===== src/include/jtx_pkg.sv =====
/*
  jtx_pkg: constants, types and shared functions of the 8b/10b link transmitter.
  Assumes a single 50 MHz clock domain; no software-visible registers.
*/
package jtx_pkg;
  // ----------------------------------------------------------------
  // control characters and alignment data values
  // ----------------------------------------------------------------
  localparam logic [7:0] K28_0 = 8'h1c;
  localparam logic [7:0] K28_3 = 8'h7c;
  localparam logic [7:0] K28_4 = 8'h9c;
  localparam logic [7:0] K28_5 = 8'hbc;
  localparam logic [7:0] K28_7 = 8'hfc;
  localparam logic [7:0] ALIGN_A_DATA = 8'h7c;
  localparam logic [7:0] ALIGN_F_DATA = 8'hfc;
  localparam logic [5:0] K28_6B = 6'h0f;

  // ----------------------------------------------------------------
  // reset values, counts and limits
  // ----------------------------------------------------------------
  localparam logic [14:0] SCR_SEED = 15'h0000;
  localparam logic [7:0]  LAST_RST = 8'h00;
  localparam logic        SYNC_N_RST = 1'b1;
  localparam logic [1:0]  ILAS_LAST_MF = 2'h3;
  localparam logic [1:0]  ILAS_CFG_MF = 2'h1;
  localparam logic [10:0] ILAS_Q_POS = 11'h001;
  localparam logic [10:0] ILAS_CFG_POS = 11'h002;
  localparam logic [10:0] ILAS_CFG_END = 11'h007;
  localparam int          K_MIN_OCT = 17;
  localparam int          K_MAX = 256;
  localparam int          FK_MAX = 1024;

  typedef enum logic [1:0] {S_CGS, S_WAIT, S_ILAS, S_DATA} jtx_state_t;

  typedef struct packed {
    logic [3:0] f;
    logic [8:0] k;
  } jtx_mode_t;

  // ----------------------------------------------------------------
  // link format table: frame length and frames per multiframe
  // ----------------------------------------------------------------
  function automatic jtx_mode_t jtx_mode_dec(input logic [1:0] sel);
    jtx_mode_t m;
    unique case (sel)
      2'h0: m = '{f: 4'h2, k: 9'h020};
      2'h1: m = '{f: 4'h4, k: 9'h010};
      2'h2: m = '{f: 4'h8, k: 9'h020};
      2'h3: m = '{f: 4'h1, k: 9'h020};
    endcase
    return m;
  endfunction

  // self-synchronous 1 + x^14 + x^15 scrambler, msb first; returns {state, octet}
  function automatic logic [22:0] jtx_scr_oct(input logic [7:0] d, input logic [14:0] s);
    logic [14:0] st;
    logic [7:0]  o;
    st = s;
    o = '0;
    for (int i = 7; i >= 0; i--) begin
      o[i] = d[i] ^ st[14] ^ st[13];
      st = {st[13:0], o[i]};
    end
    return {st, o};
  endfunction
endpackage


===== src/include/jtx_enc_if.sv =====
/*
  jtx_enc_if: octet stream from the link logic to the line encoder, code groups back.
  Assumes both ends share clk_sys_i.
*/
`timescale 1ns/1ns
interface jtx_enc_if #(parameter int LANES = 4);
  logic [LANES-1:0][7:0] octet;
  logic [LANES-1:0]      is_k;
  logic [LANES-1:0][9:0] code;
  modport src (output octet, output is_k, input code);
  modport enc (input octet, input is_k, output code);
endinterface


===== src/rtl/jtx_link_tx.sv =====
/*
  jtx_link_tx: 8b/10b transmit link layer: framing, scrambling, code group sync,
  lane alignment sequence, alignment characters, per-lane 10-bit code groups.
  Assumes sync_n_i and sysref_i are synchronous to clk_sys_i; one octet per lane per clock;
  samples_i holds the next frame and is taken when frame_taken_o says so.
*/
`timescale 1ns/1ns

// ----------------------------------------------------------------
// transmitter top
// ----------------------------------------------------------------
module jtx_link_tx
  import jtx_pkg::*;
#(
  parameter int LANES = 4,
  parameter int FMAX  = 8
) (
  input  wire logic                      clk_sys_i,
  input  wire logic                      rstn_i,
  input  wire logic [1:0]                link_format_select_i,
  input  wire logic                      scramble_enable_i,
  input  wire logic                      sync_n_i,
  input  wire logic                      sysref_i,
  input  wire logic [LANES*FMAX*8-1:0]   samples_i,
  output logic      [LANES*10-1:0]       lane_code_o,
  output logic                           frame_taken_o,
  output logic                           link_up_o,
  output logic                           lmfc_edge_o
);
  typedef struct packed {
    jtx_state_t                state;
    logic                      sync_n;
    logic                      sysref;
    logic                      scr_en;
    logic [1:0]                sel;
    logic [10:0]               lmfc;
    logic [3:0]                oct;
    logic [1:0]                mf;
    logic [LANES-1:0][14:0]    scramble_enable;
    logic [LANES-1:0][7:0]     last;
    logic [LANES-1:0][7:0]     octet;
    logic [LANES-1:0]          is_k;
    logic [LANES*FMAX*8-1:0]   frame;
    logic                      taken;
    logic                      up;
    logic                      lmfc_edge;
  } jtx_st_t;

  jtx_st_t     st_q;
  jtx_st_t     st_d;
  jtx_mode_t   md;
  logic [10:0] lmfc_last;
  logic        frame_end;
  logic        mf_end;
  logic [7:0]  lane0_s;

  jtx_enc_if #(.LANES(LANES)) eif ();

  // ----------------------------------------------------------------
  // helpers
  // ----------------------------------------------------------------
  // octet b of a frame: 16-bit samples, high byte first
  function automatic logic [7:0] get_oct(input logic [LANES*FMAX*8-1:0] v, input int b);
    return v[(b / 2) * 16 + ((b % 2 == 0) ? 8 : 0) +: 8];
  endfunction

  function automatic logic [7:0] cfg_byte(input int lane, input logic [10:0] pos,
                                          input jtx_mode_t m, input logic [1:0] sel,
                                          input logic scramble_enable);
    logic [7:0] b;
    unique case (3'(pos - ILAS_CFG_POS))
      3'd0:    b = 8'(lane);
      3'd1:    b = 8'(LANES - 1);
      3'd2:    b = {4'h0, m.f - 4'h1};
      3'd3:    b = 8'(m.k - 9'h001);
      3'd4:    b = {6'h00, sel};
      default: b = {7'h00, scramble_enable};
    endcase
    return b;
  endfunction

  // ----------------------------------------------------------------
  // next state
  // ----------------------------------------------------------------
  always_comb begin
    logic [7:0] d;
    logic [7:0] s;
    logic [14:0] ns;
    d = '0;
    s = '0;
    ns = '0;
    st_d = st_q;
    st_d.sync_n = sync_n_i;
    st_d.sysref = sysref_i;
    st_d.taken = 1'b0;
    md = jtx_mode_dec(st_q.sel);
    lmfc_last = 11'(md.f * md.k) - 11'h001;
    frame_end = (st_q.oct == md.f - 4'h1);
    mf_end = (st_q.lmfc == lmfc_last);
    lane0_s = '0;

    // multiframe counter
    if ((sysref_i && !st_q.sysref) || mf_end) begin
      st_d.lmfc = '0;
      st_d.oct = '0;
    end else begin
      st_d.lmfc = st_q.lmfc + 11'h001;
      st_d.oct = frame_end ? 4'h0 : st_q.oct + 4'h1;
    end
    st_d.lmfc_edge = (st_d.lmfc == 11'h000);

    // link sequence
    unique case (st_q.state)
      S_CGS: begin
        st_d.sel = link_format_select_i;
        st_d.scr_en = scramble_enable_i;
        if (sync_n_i && !st_q.sync_n) begin
          st_d.state = S_WAIT;
        end
      end
      S_WAIT: begin
        if (st_d.lmfc == 11'h000) begin
          st_d.state = S_ILAS;
          st_d.mf = '0;
        end
      end
      S_ILAS: begin
        if (mf_end) begin
          st_d.mf = st_q.mf + 2'h1;
          if (st_q.mf == ILAS_LAST_MF) begin
            st_d.state = S_DATA;
          end
        end
      end
      S_DATA: begin
        if (st_q.oct == 4'h0) begin
          st_d.frame = samples_i;
          st_d.taken = 1'b1;
        end
      end
    endcase
    if (!sync_n_i) begin
      st_d.state = S_CGS;
    end

    // octet per lane for this cycle
    for (int l = 0; l < LANES; l++) begin
      st_d.is_k[l] = 1'b0;
      unique case (st_q.state)
        S_CGS, S_WAIT: begin
          st_d.octet[l] = K28_5;
          st_d.is_k[l] = 1'b1;
          st_d.scramble_enable[l] = SCR_SEED;
        end
        S_ILAS: begin
          st_d.scramble_enable[l] = SCR_SEED;
          st_d.last[l] = LAST_RST;
          if (st_q.lmfc == 11'h000) begin
            st_d.octet[l] = K28_0;
            st_d.is_k[l] = 1'b1;
          end else if (mf_end) begin
            st_d.octet[l] = K28_3;
            st_d.is_k[l] = 1'b1;
          end else if (st_q.mf == ILAS_CFG_MF && st_q.lmfc == ILAS_Q_POS) begin
            st_d.octet[l] = K28_4;
            st_d.is_k[l] = 1'b1;
          end else if (st_q.mf == ILAS_CFG_MF && st_q.lmfc <= ILAS_CFG_END) begin
            st_d.octet[l] = cfg_byte(l, st_q.lmfc, md, st_q.sel, st_q.scr_en);
          end else begin
            st_d.octet[l] = st_q.lmfc[7:0];
          end
        end
        S_DATA: begin
          d = (st_q.oct == 4'h0) ? get_oct(samples_i, l * FMAX)
                                 : get_oct(st_q.frame, l * FMAX + int'(st_q.oct));
          if (st_q.scr_en) begin
            {ns, s} = jtx_scr_oct(d, st_q.scramble_enable[l]);
            st_d.scramble_enable[l] = ns;
          end else begin
            s = d;
          end
          st_d.octet[l] = s;
          if (frame_end) begin
            st_d.last[l] = s;
            if (!st_q.scr_en && s == st_q.last[l]) begin
              st_d.octet[l] = mf_end ? K28_3 : K28_7;
              st_d.is_k[l] = 1'b1;
            end else if (st_q.scr_en && mf_end && s == ALIGN_A_DATA) begin
              st_d.is_k[l] = 1'b1;
            end else if (st_q.scr_en && !mf_end && s == ALIGN_F_DATA) begin
              st_d.is_k[l] = 1'b1;
            end
          end
          if (l == 0) begin
            lane0_s = s;
          end
        end
      endcase
    end
    st_d.up = (st_d.state == S_DATA);
  end

  // ----------------------------------------------------------------
  // state register
  // ----------------------------------------------------------------
  always_ff @(posedge clk_sys_i) begin
    if (!rstn_i) begin
      st_q <= '0;
      st_q.sync_n <= SYNC_N_RST;
      st_q.scramble_enable <= {LANES{SCR_SEED}};
      st_q.last <= {LANES{LAST_RST}};
    end else begin
      st_q <= st_d;
    end
  end

  // ----------------------------------------------------------------
  // line encoder and outputs
  // ----------------------------------------------------------------
  assign eif.octet = st_q.octet;
  assign eif.is_k = st_q.is_k;

  jtx_enc #(.LANES(LANES)) u_enc (
    .clk_sys_i (clk_sys_i),
    .rstn_i    (rstn_i),
    .eif       (eif.enc)
  );

  assign lane_code_o = eif.code;
  assign frame_taken_o = st_q.taken;
  assign link_up_o = st_q.up;
  assign lmfc_edge_o = st_q.lmfc_edge;
endmodule


===== src/rtl/jtx_enc.sv =====
/*
  jtx_enc: per-lane 8b/10b encoder with running disparity, one code group per clock.
  Assumes octet and is_k are held by the source for the cycle they are sampled.
*/
`timescale 1ns/1ns
module jtx_enc
  import jtx_pkg::*;
#(
  parameter int LANES = 4
) (
  input wire logic clk_sys_i,
  input wire logic rstn_i,
  jtx_enc_if.enc   eif
);
  // ----------------------------------------------------------------
  // code tables, negative running disparity column
  // ----------------------------------------------------------------
  localparam logic [5:0] T6 [32] = '{
    6'h27, 6'h1d, 6'h2d, 6'h31, 6'h35, 6'h29, 6'h19, 6'h38,
    6'h39, 6'h25, 6'h15, 6'h34, 6'h0d, 6'h2c, 6'h1c, 6'h17,
    6'h1b, 6'h23, 6'h13, 6'h32, 6'h0b, 6'h2a, 6'h1a, 6'h3a,
    6'h33, 6'h26, 6'h16, 6'h36, 6'h0e, 6'h2e, 6'h1e, 6'h2b};
  localparam logic [3:0] T4 [8] = '{
    4'hb, 4'h9, 4'h5, 4'hc, 4'hd, 4'ha, 4'h6, 4'he};

  typedef struct packed {
    logic [LANES-1:0]      rd;
    logic [LANES-1:0][9:0] code;
  } jtx_enc_st_t;

  jtx_enc_st_t st_q;
  jtx_enc_st_t st_d;

  // returns {next disparity, abcdei fghj}
  function automatic logic [10:0] enc10(input logic [7:0] d, input logic k, input logic rd);
    logic [5:0] c6;
    logic [3:0] c4;
    logic [4:0] x;
    logic [2:0] y;
    logic       r;
    logic       rm;
    logic       alt;
    logic [9:0] c;
    x = d[4:0];
    y = d[7:5];
    r = rd & ~k;
    c6 = k ? K28_6B : T6[x];
    if (r && (($countones(c6) != 3) || (!k && x == 5'd7))) begin
      c6 = ~c6;
    end
    rm = ($countones(c6) != 3) ? ~r : r;
    alt = (y == 3'd7) && (k || (!rm && (x == 5'd17 || x == 5'd18 || x == 5'd20)) ||
                          (rm && (x == 5'd11 || x == 5'd13 || x == 5'd14)));
    c4 = alt ? 4'h7 : T4[y];
    if (rm && (($countones(c4) != 2) || y == 3'd3)) begin
      c4 = ~c4;
    end
    c = {c6, c4};
    if (k && rd) begin
      c = ~c;
    end
    return {(($countones(c) != 5) ? ~rd : rd), c};
  endfunction

  // ----------------------------------------------------------------
  // encode all lanes
  // ----------------------------------------------------------------
  always_comb begin
    st_d = st_q;
    for (int l = 0; l < LANES; l++) begin
      {st_d.rd[l], st_d.code[l]} = enc10(eif.octet[l], eif.is_k[l], st_q.rd[l]);
    end
  end

  always_ff @(posedge clk_sys_i) begin
    if (!rstn_i) begin
      st_q <= '0;
    end else begin
      st_q <= st_d;
    end
  end

  assign eif.code = st_q.code;
endmodule


===== config.mk =====
export PLATFORM = sky130hd
export DESIGN_NAME = jtx_link_tx
export DESIGN_NICKNAME = d
export VERILOG_FILES = /design/src/include/jtx_pkg.sv /design/src/include/jtx_enc_if.sv /design/src/rtl/jtx_link_tx.sv /design/src/rtl/jtx_enc.sv
export SDC_FILE = /design/constraint.sdc
export NUM_CORES = 1
export LEC_CHECK = 0
export BUFFER_PORTS_ARGS = -buffer_cell sky130_fd_sc_hd__buf_2
export CORE_UTILIZATION = 60
export DETAILED_ROUTE_END_ITERATION = 6
export PLACE_DENSITY = 0.81
export REMOVE_ABC_BUFFERS = 1
export SETUP_SLACK_MARGIN = 0.15
export SLEW_MARGIN = 0
export SYNTH_ARGS = -nofsm -noshare
export SYNTH_HDL_FRONTEND = slang
export SYNTH_SLANG_ARGS = --single-unit

===== constraint.sdc =====
create_clock -name clk_sys_i -period 13.6 [get_ports clk_sys_i]
set_clock_uncertainty 0.05 [all_clocks]
set_input_delay 1.36 -clock clk_sys_i [delete_from_list [all_inputs] [get_ports clk_sys_i]]
set_output_delay 1.36 -clock clk_sys_i [all_outputs]
set_load 0.05 [all_outputs]

Word-level counts from Yosys, hierarchy flattened
Memories as Yosys holds them, arrays and structs flattened. Cells that the tools add are included.

Bitwise logic cells: 104. Multipliers: 1. Magnitude comparators: 9. Reductions and logical operators: 111. $add $sub $neg: 105. Shift-type cells: 4. Muxes and demuxes: 141. Equality and inequality tests: 84.

Operators by type and width (count): $add A32 B32 Y32 (36); $shiftx A256 B32 Y8 (3); $ne A32 B3 Y1 const B (12); $mux W8 (41); $shiftx A256 B9 Y8 (1); $logic_not A32 Y1 (4); $ne A32 B4 Y1 const B (4); $pmux W15 S2 (4); $pmux W8 S5 (3); $add A1 B1 Y2 (52); $add A32 B5 Y32 (3); $mux W6 (16); $pmux W8 S3 (4); $add A28 B1 Y28 (3); $mux W4 (21); $mux W15 (5); $pmux W8 S2 (4); $xor A1 B1 Y1 (64); $eq A5 B4 Y1 const B (12); $eq A5 B5 Y1 const B (12); $pmux W13 S4 (1); $logic_and A1 B1 Y1 (46); $mux W10 (4); $not A10 Y10 (4); 51 further kinds (200).

Memories: 8. Memory bits (read-only): 896. Bits in registers: 455. Output and inout bits: 43.

Memories: (no name shown) (depth 32, width 6, rd ports 1, clocked after Yosys merged registers in 0, write ports 0, RTL line jtx_enc.sv:47) `c6 = k ? K28_6B : T6[x];`; (no name shown) (depth 32, width 6, rd ports 1, clocked after Yosys merged registers in 0, write ports 0, RTL line jtx_enc.sv:47); (no name shown) (depth 32, width 6, rd ports 1, clocked after Yosys merged registers in 0, write ports 0, RTL line jtx_enc.sv:47); (no name shown) (depth 32, width 6, rd ports 1, clocked after Yosys merged registers in 0, write ports 0, RTL line jtx_enc.sv:47); (no name shown) (depth 8, width 4, rd ports 1, clocked after Yosys merged registers in 0, write ports 0, RTL line jtx_enc.sv:54) `c4 = alt ? 4'h7 : T4[y];`; (no name shown) (depth 8, width 4, rd ports 1, clocked after Yosys merged registers in 0, write ports 0, RTL line jtx_enc.sv:54); +2 memories.

Depth between registers and ports, before layout
Gate-level depths: netlist of the first run.

Depth in word-level cells: 36. Gate-level depth with buffers: 44. Depth with buffers taken out: 43.

By module
A second synthesis of the first run with hierarchy kept.

Cells, all modules: 3261. Area total of the unflattened synthesis: 27400.0 um2.

Modules (own cells, without submodules): jtx_link_tx (area an instance 20718.6 um2, cells each 2428, instances 1); jtx_enc (area an instance 6681.4 um2, cells each 833, instances 1).

Worst setup path after synthesis of the first run
Ideal clock, no wire load.

Path type: reg2reg. Start point: register st_q (netlist bit eif.octet[16]). End point: register u_enc.st_q[42] (netlist name). Buffers on the path: 1. Library setup time: 0.115 ns. Required time: 13.435 ns. Arrival: 9.629 ns. Path slack: 3.807 ns. Stages on the path, launching flop included: 39. Path through: dfxtp_1 -> inv_1 -> ha_1 -> mux2_2 -> mux4_2 -> nor2_1 -> inv_1 -> ha_1 -> fa_1 -> ha_1 -> a41o_1 -> clkbuf_1 -> or2_2 -> mux2i_1 -> fa_1 -> ha_1 -> nor4bb_1 -> xnor2_1 -> [... 3 more ...] -> a21boi_0 -> inv_1 -> ha_1 -> ha_1 -> fa_1 -> a31oi_1 -> xnor2_1 -> xor2_1 -> ha_1 -> inv_1 -> fa_1 -> fa_1 -> fa_1 -> inv_1 -> fa_1 -> nor4_1 -> xnor2_1 -> and2_1.

RTL lines: from (decl) (RTL line jtx_link_tx.sv:49) `jtx_st_t st_q;`; from (signal assigned) (RTL line jtx_link_tx.sv:213) `st_q <= st_d;`; to (signal assigned) (RTL line jtx_enc.sv:79) `st_q <= st_d;`; to (decl) (RTL line jtx_enc.sv:31) `jtx_enc_st_t st_q;`.

==> impl_metrics.csv, run 1 <==
group,metric,value,unit
timing,finalCriticalPeriod,10.73,ns
final_layout,layout.filler_cells,3650,
hold_path,hold_path_depth,2,
critical_path,end_point_of_the_critical_path,"u_enc.st_q[42]",
synthesis,synth_edf_count,0,
power_and_ir_drop,fin_total_pwr,4258,uW
die,die_h,214.8,um
synthesis,post_synth_fa_ha_maj_area_fraction,0.06905,
timing,maxSlewHeadroom,0.01903,
synthesis,syn-mean-instance-area,8.451,sq um
timing,finalWorstSetupSlack,2.871,ns
clock_tree,cts_made_buffers,49,
synthesis,yosys.area_share.simple,0.1987,
power_and_ir_drop,static_leakage,0.01144,uW
timing,fin_crit_sh,0.7889,
critical_path,worst-setup-path-type,"reg2reg",
synthesis,ys_seq_elements,455,
critical_path,type_of_element_capturing_the_critical_path,"flip-flop",
clock_tree,clock_latency,0.59,ns
timing,worstMarginPinSlew,1.471,ns
critical_path,worstPathRequired,14.03,ns
clock_tree,hold_fix_buffers_cts,0,
clock_tree,cts_repair_resize_count,0,
synthesis,synth.cell_area,27180,sq um
power_and_ir_drop,power_density,142.0,nW/um^2
route,dr_wl_met3,5004,um
clock_tree,cts.root.buffer_cell,"sky130_fd_sc_hd__clkbuf_16",
critical_path,max_stage_delay,0.52,ns
synthesis,synth.distinct_cells,110,
final_layout,fin_util,0.6750,
critical_path,r2r_slack,2.87,ns
global_routing,global_route_overflow,0,
global_routing,number_of_global_route_vias_before_repair,23315,
route,ant_nets,0,
route,drt-met1-wl,31100,um
critical_path,r2r_start,"eif.octet[17]",
global_routing,first_pass_grt_wire_length,119200,um
route,detailedRoute.firstIterationViolations,1994,
route,post_drt_via_cell_ratio,5.940,
die,floorplan.die_area,46150,sq um
global_routing,grt_start_max_net_pins,257,
critical_path,crit_path_top_delay_cell,"sky130_fd_sc_hd__fa_1",
route,first_pass_iters,5,
synthesis,netlist.top_cell.by_area,"sky130_fd_sc_hd__dfxtp_1",
clock_tree,cts.repair_timing.setup_buffer_count,0,
synthesis,post_synth_inst_count,3216,
clock_tree,cts_tree,"built",
timing,rsz_0062_raised_after_global_routing,"false",
timing,hold_ws,0.4056,ns
synthesis,ys_seq_area_frac,0.3351,
global_routing,grt_util_all_layers,0.3145,
die,ios,306,
placed_design,preCtsSetupSlack,2.952,ns
placed_design,post-dp-hpwl,51820,um
job,max-cap-violations,0,
route,top_layer,"met5",
power_and_ir_drop,largest_vdd_supply_drop,0.1545,mV
placed_design,portBuffers,305,
timing,hold_violations,0,
global_routing,antenna_violations_before_repair,5,
critical_path,critPathArrivalTime,11.16,ns
critical_path,worst-r2r-cell-count,38,
final_layout,final_layout_size_suffix_gt1_frac,0.1504,
synthesis,netlist_top_cells_area,"sky130_fd_sc_hd__dfxtp_1 (34%), sky130_fd_sc_hd__nand2_1 (9.4%), sky130_fd_sc_hd__a21boi_0 (7.4%)",
die,placementRows,77,
die,core_region_area,44410,sq um
die,floorplan.initialDensity,0.6119,
synthesis,compound_gate_portion_of_the_synthesized_area,0.1807,
clock_tree,h-tree-depth,2,
final_layout,num-nets-final,3729,
synthesis,synth.top_cell.area_share,0.3351,
timing,final-setup-viol-count,0,
critical_path,worst-path-max-fanout,8,
die,fp.dieW,214.8,um
route,dr_wl_met2,35030,um
outcome,status,"finished, final reports clean",
synthesis,async_reset_ff_frac,0,
synthesis,yosys.area_share.xor_xnor,0.06376,
route,routed_wl,73650,um
synthesis,synth_warnings,0,
hold_path,hold_path.class,"reg2reg",
timing,sum_neg_setup_slack,0,ns
synthesis,synth_top_family_by_area,"simple AND/OR/NAND/NOR gates",
synthesis,ys_dominant_reg_cell,"sky130_fd_sc_hd__dfxtp_1",
timing,timing.fmax,93.20,MHz
critical_path,startpoint_type,"flip-flop",
clock_tree,cts_num_sinks,455,
critical_path,regToRegEndpoint,"u_enc.st_q[42]",
route,route.detailed.drc,0,
final_layout,flow.area_growth_from_synthesis,10.30,%
route,wire_per_inst,18.54,um
synthesis,yosys-mux-area-fraction,0.09009,
route,detailroute.via_count,23600,
placed_design,place_congestion,0.9245,
critical_path,worstSetupStartpoint,"eif.octet[17]",
clock_tree,path_clk_slew,0.06,ns
timing,maxSlewViolCount,0,
clock_tree,clock_path_buffers,3,
## cell families (layout without fill, tap and decap cells)
kind of cell | count (synthesis) | in the layout
buffers and inverters | 352 | 514
other | 0 | 3
and+or+nand+nor | 1207 | 1207
adders and majority gates | 128 | 128
muxes | 204 | 204
AOI/OAI and AO/OA | 686 | 686
DFF | 455 | 455
xor gates and xnor gates | 184 | 184
## where the power goes
group | switching [uW] | total [uW] | internal, uW | leakage [uW]
logic | 868 | 1480 | 609 | 0.00694
registers | 35.1 | 1420 | 1390 | 0.00369
clock network | 566 | 1360 | 795 | 0.000809
total | 1470 | 4260 | 2790 | 0.0114
## cells in the final DEF (no fill, tap or decap), types with 13 or more instances in the layout
| cell type | n |
|---|---|
| sky130_fd_sc_hd__nor4_1 | 22 |
| sky130_fd_sc_hd__and3_1 | 15 |
| sky130_fd_sc_hd__o21ai_0 | 71 |
| sky130_fd_sc_hd__a21oi_1 | 86 |
| sky130_fd_sc_hd__fa_1 | 37 |
| sky130_fd_sc_hd__nor2_1 | 200 |
| sky130_fd_sc_hd__o211ai_1 | 14 |
| sky130_fd_sc_hd__nand2b_1 | 28 |
| sky130_fd_sc_hd__xor2_1 | 75 |
| sky130_fd_sc_hd__o31ai_1 | 14 |
| sky130_fd_sc_hd__a31oi_1 | 23 |
| sky130_fd_sc_hd__nor3_1 | 23 |
| sky130_fd_sc_hd__buf_2 | 304 |
| sky130_fd_sc_hd__ha_1 | 90 |
| sky130_fd_sc_hd__nand3_1 | 44 |
| sky130_fd_sc_hd__buf_4 | 17 |
| sky130_fd_sc_hd__or3_1 | 14 |
| sky130_fd_sc_hd__inv_1 | 100 |
| sky130_fd_sc_hd__nand4_1 | 13 |
| sky130_fd_sc_hd__nor2b_1 | 41 |
| sky130_fd_sc_hd__a211oi_1 | 32 |
| sky130_fd_sc_hd__a21boi_0 | 269 |
| sky130_fd_sc_hd__o22ai_1 | 14 |
| sky130_fd_sc_hd__xnor2_1 | 100 |
| sky130_fd_sc_hd__mux2i_1 | 146 |
| sky130_fd_sc_hd__mux2_2 | 28 |
| sky130_fd_sc_hd__clkbuf_16 | 50 |
| sky130_fd_sc_hd__nand2_1 | 678 |
| sky130_fd_sc_hd__mux4_2 | 27 |
| sky130_fd_sc_hd__and2_1 | 65 |
| sky130_fd_sc_hd__dfxtp_1 | 450 |
| sky130_fd_sc_hd__a22oi_1 | 38 |
| sky130_fd_sc_hd__clkinv_2 | 14 |
## sequential cells by signal, summed over array words and instances (netlist names)
name and count:
eif.is_k 4, eif.octet 32, frame_taken_o 1, link_up_o 1, lmfc_edge_o 1, st_q 372
u_enc.eif.code 40, u_enc.st_q 4
## worst min-delay path by stage
stage | slack (ns) | start | endpoint
after floorplan | 0.39 | st_q[361] | st_q[361]
after global placement | 0.39 | st_q[361] | st_q[361]
after detailed placement | 0.40 | st_q[361] | st_q[361]
after CTS | 0.41 | st_q[361] | st_q[361]
after global routing | 0.42 | st_q[361] | st_q[361]
final | 0.41 | st_q[361] | st_q[361]
## through the flow
| stage | instances | area (sq um) |
|---|---|---|
| after floorplan | 2965 | 25860 |
| after global placement | 3880 | 28330 |
| after detailed placement | 3880 | 28330 |
| after CTS | 3970 | 29970 |
| after global routing | 3973 | 29980 |
| final | 3973 | 29980 |
## cell usage after synthesis (8+ instances only)
master and instances:
sky130_fd_sc_hd__buf_4 45, sky130_fd_sc_hd__nor4_1 22, sky130_fd_sc_hd__or3_1 14, sky130_fd_sc_hd__o21ai_0 71
sky130_fd_sc_hd__nor2_1 201, sky130_fd_sc_hd__nand2b_1 28, sky130_fd_sc_hd__nor3_1 23, sky130_fd_sc_hd__xor2_1 75
sky130_fd_sc_hd__o211ai_1 14, sky130_fd_sc_hd__nand4_1 13, sky130_fd_sc_hd__a211oi_1 32, sky130_fd_sc_hd__mux2_2 28
sky130_fd_sc_hd__buf_6 16, sky130_fd_sc_hd__a22oi_1 38, sky130_fd_sc_hd__a21o_1 11, sky130_fd_sc_hd__and3_1 15
sky130_fd_sc_hd__fa_1 37, sky130_fd_sc_hd__nor2b_1 41, sky130_fd_sc_hd__mux2i_1 146, sky130_fd_sc_hd__ha_1 90
sky130_fd_sc_hd__mux4_2 27, sky130_fd_sc_hd__nand2_1 680, sky130_fd_sc_hd__clkbuf_1 154, sky130_fd_sc_hd__a31oi_1 23
sky130_fd_sc_hd__nor4b_1 8, sky130_fd_sc_hd__buf_2 16, sky130_fd_sc_hd__nand3_1 44, sky130_fd_sc_hd__buf_1 14
sky130_fd_sc_hd__o31ai_1 14, sky130_fd_sc_hd__a21boi_0 269, sky130_fd_sc_hd__dfxtp_1 455, sky130_fd_sc_hd__a21oi_1 86
sky130_fd_sc_hd__and2_1 65, sky130_fd_sc_hd__o21a_1 11, sky130_fd_sc_hd__o221ai_1 8, sky130_fd_sc_hd__inv_1 100
sky130_fd_sc_hd__o22ai_1 14, sky130_fd_sc_hd__a221oi_1 9, sky130_fd_sc_hd__nor3b_1 9, sky130_fd_sc_hd__xnor2_1 100
## critical path: cells and delay by family, from the launching register on
family,cells,cell delay (ns)
simple gates,8,2.01
buf+inv,4,0.32
xor+xnor,4,0.91
compound gates,6,1.05
flops,1,0.43
fa+ha+maj,14,5.06
mux,2,0.78
## final cells by class
type | instances | area (sq um) | area share
sequential | 455 | 9123 | 0.3043
multi-input combinational | 2409 | 16400 | 0.5471
tap | 592 | 740.7 | 0.02471
clock inverter | 26 | 261.5 | 0.008723
inverter | 101 | 379.1 | 0.01265
antenna | 3 | 7.507 | 0.0002504
timing repair buffer | 323 | 1683 | 0.05614
clock buffer | 64 | 1384 | 0.04616
## metal layers
metal,vias to the layer above,track usage
li1,11246,-
met3,177,0.04685
met2,885,0.5254
met5,-,0
met4,2,0.1257
met1,11290,0.4074
Power figures use the tool's default switching activity.
==> inputs of run 2 (changes only) <==
==> constraint.sdc (replaced) <==
create_clock -name clk_sys_i -period 11.2 [get_ports clk_sys_i]
set_clock_uncertainty 0.05 [all_clocks]
set_input_delay 1.12 -clock clk_sys_i [delete_from_list [all_inputs] [get_ports clk_sys_i]]
set_output_delay 1.12 -clock clk_sys_i [all_outputs]
set_load 0.05 [all_outputs]
==> run 2 against run 1 <==
Total power grew 21%. First-iteration DRC count grew 1.6%. Sequential share of layout area is essentially flat. Register-to-register slack lost 2.1 ns. Final cell count is essentially flat. Final area shrank 0.13%. Flip-flop and latch count is the same. Utilization shrank 0.087 points. Critical path depth is the same. Clock power grew 18%. Sequential power grew 21%. Critical endpoint unchanged. Largest cell class unchanged.
==> impl_metrics.csv, run 2 (synthesis gave the netlist of run 1 again) <==
group,metric,value,unit
critical_path,worstPathRequired,11.64,ns
timing,finalCriticalPeriod,10.48,ns
clock_tree,cts_repair_resize_count,0,
critical_path,crit_path_top_delay_cell,"sky130_fd_sc_hd__fa_1",
route,post_drt_via_cell_ratio,5.926,
clock_tree,hold_fix_buffers_cts,0,
job,max-cap-violations,0,
final_layout,largest_reg_flops,372,
global_routing,global_route_overflow,0,
route,first_pass_iters,6,
die,placementRows,77,
clock_tree,cts.repair_timing.setup_buffer_count,0,
global_routing,grt_util_all_layers,0.3138,
timing,timing.fmax,95.45,MHz
hold_path,worst_hold_startpoint,"st_q[361]",
timing,hold_violations,0,
die,fp.dieW,214.8,um
critical_path,r2r_start,"eif.octet[17]",
route,routed_wl,73510,um
placed_design,portBuffers,305,
die,floorplan.initialDensity,0.6119,
route,dr_wl_met3,4915,um
final_layout,flow.area_growth_from_synthesis,10.16,%
final_layout,final_layout_size_suffix_gt1_frac,0.1498,
critical_path,timing.critical_path.max_delay_family,"adder cells",
critical_path,type_of_element_capturing_the_critical_path,"flip-flop",
clock_tree,h-tree-depth,2,
global_routing,antenna_violations_before_repair,6,
global_routing,first_pass_grt_wire_length,119000,um
critical_path,startpoint_type,"flip-flop",
route,detailroute.via_count,23534,
critical_path,critPathArrivalTime,10.91,ns
clock_tree,cts.root.buffer_cell,"sky130_fd_sc_hd__clkbuf_16",
route,top_layer,"met5",
placed_design,post-dp-hpwl,51820,um
timing,hold_ws,0.4092,ns
route,detailedRoute.firstIterationViolations,2026,
die,floorplan.die_area,46150,sq um
die,die_h,214.8,um
die,ios,306,
critical_path,worst-path-buf-inv,5,
clock_tree,cts_tree,"built",
final_layout,num-nets-final,3728,
timing,fin_crit_sh,0.9354,
clock_tree,cts_made_buffers,48,
route,dr_wl_met2,34810,um
timing,sum_neg_setup_slack,0,ns
final_layout,fin_cells,3971,
timing,final-setup-viol-count,0,
timing,maxSlewHeadroom,0.1939,
placed_design,inst_count_dp,3880,
final_layout,leading_cell_types_in_the_layout_fill_and_taps_excluded,"sky130_fd_sc_hd__nand2_1 (678), sky130_fd_sc_hd__dfxtp_1 (449), sky130_fd_sc_hd__buf_2 (304)",
critical_path,max_stage_delay,0.49,ns
placed_design,place_congestion,0.9247,
power_and_ir_drop,power_density,171.6,nW/um^2
timing,rsz_0062_raised_after_global_routing,"true",
power_and_ir_drop,static_leakage,0.01142,uW
critical_path,worst-path-max-fanout,8,
power_and_ir_drop,fin_total_pwr,5138,uW
final_layout,layout_commonest_cell,"sky130_fd_sc_hd__nand2_1",
timing,maxSlewViolCount,0,
final_layout,register_with_the_most_flip_flops,"st_q",
clock_tree,clock_path_buffers,3,
global_routing,grt_start_max_net_pins,257,
hold_path,hold_path.class,"reg2reg",
die,core_region_area,44410,sq um
critical_path,worstSetupStartpoint,"eif.octet[17]",
final_layout,fin_area,29940,sq um
route,route.detailed.drc,0,
clock_tree,path_clk_slew,0.06,ns
global_routing,number_of_global_route_vias_before_repair,23478,
clock_tree,clock_latency,0.60,ns
route,drt-met1-wl,31070,um
route,wire_per_inst,18.51,um
critical_path,worst-setup-path-type,"reg2reg",
outcome,status,"finished, final reports clean",
timing,worstMarginPinSlew,1.205,ns
power_and_ir_drop,largest_vdd_supply_drop,0.1781,mV
clock_tree,cts_num_sinks,455,
route,ant_nets,0,
placed_design,placed_cell_area,28330,sq um
[run 2: cell count changes in the layout (fill, tap and decap cells not counted), sizes merged]
cell,delta
bufinv,-1
clkinv,-5
clkinvlp,-3
diode,-1
clkbuf,+8
[run 2: layer usage]
| metal | track usage | vias up |
|---|---|---|
| li1 | - | 11221 |
| met1 | 0.4006 | 11264 |
| met2 | 0.5251 | 854 |
| met3 | 0.04940 | 189 |
| met4 | 0.1345 | 6 |
| met5 | 0 | - |
[run 2: final timing paths]
path	to	slack, ns	depth (start not counted)
setup reg to reg	u_enc.st_q[42]	0.72	38
hold / removal	st_q[361]	0.41	2
setup / recovery	u_enc.st_q[42]	0.72	38
hold reg to reg	st_q[361]	0.41	2
[run 2: worst register-to-register path: cells and delay by family, from the launching register on]
kind / cells / cell delay, ns
adder cells (fa/ha/maj): 14 / 4.92
AND/OR/NAND/NOR: 7 / 1.72
multiplexers: 3 / 0.98
AO/OA/AOI/OAI: 5 / 0.94
XOR/XNOR: 4 / 0.84
buffers and inverters: 5 / 0.50
flip-flops: 1 / 0.43
[run 2: metrics by stage]
stage,setup slack [ns],utilization
floorplan,-0.3561,-
global placement,1.046,0.6378
detailed placement,0.5288,0.6378
CTS,0.4712,0.6731
global route,0.07866,0.6741
finish,0.7234,0.6741
[run 2: area by class of cell]
class	count	area [sq um]
Clock inverter	17	187.7
Antenna cell	2	5.005
Multi-Input combinational cell	2409	16440
Sequential cell	455	9124
Inverter	101	379.1
Clock buffer	72	1381
Timing Repair Buffer	323	1683
Tap cell	592	740.7
Fill cell	3635	14470
[run 2: where the power goes]
group          total, uW  leakage, uW  switching [uW]  internal [uW]
Combinational       1810      0.00696            1060            748
Clock               1600     0.000768             679            924
Sequential          1720      0.00369            43.0           1680
Total               5140       0.0114            1780           3350
==> inputs of run 3 (changes only) <==
--- a/config.mk
+++ b/config.mk
@@ -6,9 +6,10 @@
 export NUM_CORES = 1
 export LEC_CHECK = 0
 export BUFFER_PORTS_ARGS = -buffer_cell sky130_fd_sc_hd__buf_2
+export CAP_MARGIN = 40
 export CORE_UTILIZATION = 60
 export DETAILED_ROUTE_END_ITERATION = 6
-export PLACE_DENSITY = 0.81
+export PLACE_DENSITY_LB_ADDON = 0.25
 export REMOVE_ABC_BUFFERS = 1
 export SETUP_SLACK_MARGIN = 0.15
 export SLEW_MARGIN = 0
==> run 3 against run 2 <==
Critical path type unchanged. Non-clock buffer count is 11 higher. Clock power is 15% higher. Die area stayed put. Largest power group is now the clock network.
==> impl_metrics.csv, run 3 (synthesis gave the netlist of run 1 again) <==
group,metric,value,unit
timing,final-setup-viol-count,0,
final_layout,largest_reg_flops,372,
clock_tree,cts_num_sinks,455,
route,detailroute.via_count,23447,
power_and_ir_drop,combPwrFrac,0.332,
timing,hold_violations,0,
critical_path,worst-setup-path-type,"reg2reg",
final_layout,fin_cells,3992,
die,floorplan.die_area,46150,sq um
timing,finalCriticalPeriod,10.51,ns
power_and_ir_drop,internal_power,3557,uW
final_layout,fin_area,30420,sq um
route,detailedRoute.firstIterationViolations,1891,
global_routing,global_route_overflow,0,
final_layout,register_with_the_most_flip_flops,"st_q",
clock_tree,path_clk_slew,0.06,ns
power_and_ir_drop,power_density,175.9,nW/um^2
power_and_ir_drop,clock_power_share,0.345,
clock_tree,cts_tree,"built",
hold_path,hold_path.class,"reg2reg",
route,wire_per_inst,18.08,um
route,routed_wl,72190,um
job,max-cap-violations,0,
route,first_pass_iters,6,
timing,hold_ws,0.4089,ns
critical_path,critPathArrivalTime,10.95,ns
route,ant_nets,0,
die,core_region_area,44410,sq um
route,route.detailed.drc,0,
timing,rsz_0062_raised_after_global_routing,"false",
critical_path,startpoint_type,"flip-flop",
timing,worstMarginPinSlew,1.050,ns
critical_path,type_of_element_capturing_the_critical_path,"flip-flop",
timing,timing.fmax,95.14,MHz
route,post_drt_via_cell_ratio,5.873,
critical_path,worst-path-max-fanout,8,
placed_design,post-dp-hpwl,51290,um
critical_path,max_stage_delay,0.47,ns
global_routing,number_of_global_route_vias_before_repair,22793,
placed_design,place_congestion,0.9357,
global_routing,first_pass_grt_wire_length,116500,um
power_and_ir_drop,fin_total_pwr,5351,uW
placed_design,placed_cell_area,28470,sq um
outcome,status,"finished, final reports clean",
power_and_ir_drop,power_frac_seq,0.323,
timing,fin_crit_sh,0.9384,
final_layout,final_layout_size_suffix_gt1_frac,0.1565,
global_routing,antenna_violations_before_repair,9,
timing,maxSlewViolCount,0,
final_layout,layout_commonest_cell,"sky130_fd_sc_hd__nand2_1",
critical_path,worst-path-buf-inv,6,
critical_path,crit_path_top_delay_cell,"sky130_fd_sc_hd__mux4_2",
global_routing,grt_util_all_layers,0.3070,
power_and_ir_drop,power.switching,1794,uW
global_routing,grt_start_max_net_pins,226,
critical_path,worstPathRequired,11.63,ns
placed_design,portBuffers,305,
final_layout,flow.area_growth_from_synthesis,11.94,%
die,placementRows,77,
power_and_ir_drop,switching_share,0.3352,
die,ios,306,
final_layout,leading_cell_types_in_the_layout_fill_and_taps_excluded,"sky130_fd_sc_hd__nand2_1 (678), sky130_fd_sc_hd__dfxtp_1 (449), sky130_fd_sc_hd__buf_2 (306)",
clock_tree,hold_fix_buffers_cts,0,
clock_tree,cts_made_buffers,50,
clock_tree,clock_latency,0.62,ns
timing,sum_neg_setup_slack,0,ns
clock_tree,h-tree-depth,2,
die,fp.dieW,214.8,um
critical_path,timing.critical_path.max_delay_family,"adder cells",
power_and_ir_drop,static_leakage,0.01164,uW
die,floorplan.initialDensity,0.6119,
final_layout,num-nets-final,3741,
timing,maxSlewHeadroom,0.3002,
clock_tree,cts.root.buffer_cell,"sky130_fd_sc_hd__clkbuf_16",
die,die_h,214.8,um
power_and_ir_drop,largest_vdd_supply_drop,0.2115,mV
clock_tree,clock_path_buffers,3,
placed_design,inst_count_dp,3888,
-- run 3: changes by cell type in the layout (fill, tap and decap cells not counted), sizes merged --
cell | before | now
inv | 103 | 102
clkinvlp | 2 | 5
diode | 2 | 7
clkbuf | 73 | 71
buf | 322 | 333
bufinv | 3 | 8
-- run 3: tightest hold or removal path, delay by kind of cell (launching register included) --
kind	cells	cell delay (ns)
compound gates	1	0.06
flops	1	0.30
simple gates	1	0.04
-- run 3: per-layer routing --
layer  part of all wire  GRT usage  up-vias
li1                   -          -    11272
met1               0.43     0.4013    11141
met2               0.47     0.4997      833
met3              0.064    0.04897      193
met4              0.040     0.1364        8
met5            0.00076          0        -
-- run 3: per-stage QoR --
stage / setup slack, ns / utilization
3_3_place_gp: 0.9996 / 0.6378
4_1_cts: 0.3898 / 0.6835
5_1_grt: 0.1369 / 0.6848
3_5_place_dp: 0.5133 / 0.6410
6_report: 0.6896 / 0.6850
2_1_floorplan: -0.3561 / -
-- run 3: power groups by stage --
stage               Clock, uW  Sequential [uW]  Combinational, uW
global route             1940             1740               2010
finish                   1840             1730               1780
detailed placement          0             1760               1760
global placement            0             1760               1650
CTS                      1870             1730               1770
floorplan                   0             1930               1160
-- run 3: timing repair --
action / CTS / global route
setup endpoints to repair: 0 / 2
resized for setup: 0 / 7
setup buffers: 0 / 2
-- run 3: worst paths after layout --
| path | start | endpoint | slack, ns | cells past startpoint |
|---|---|---|---|---|
| worst min register to register | st_q[124] | st_q[124] | 0.41 | 2 |
| worst max-delay path | eif.octet[17] | u_enc.st_q[42] | 0.69 | 38 |
| worst max register to register | eif.octet[17] | u_enc.st_q[42] | 0.69 | 38 |
| worst min-delay path | st_q[124] | st_q[124] | 0.41 | 2 |
-- run 3: area by class of cell --
| cell class | count | area (sq um) |
|---|---|---|
| Antenna cell | 7 | 17.52 |
| Clock buffer | 70 | 1499 |
| Clock inverter | 24 | 389.1 |
| Fill cell | 3550 | 13990 |
| Inverter | 101 | 379.1 |
| Multi-Input combinational cell | 2409 | 16430 |
| Sequential cell | 455 | 9124 |
| Tap cell | 592 | 740.7 |
| Timing Repair Buffer | 334 | 1844 |
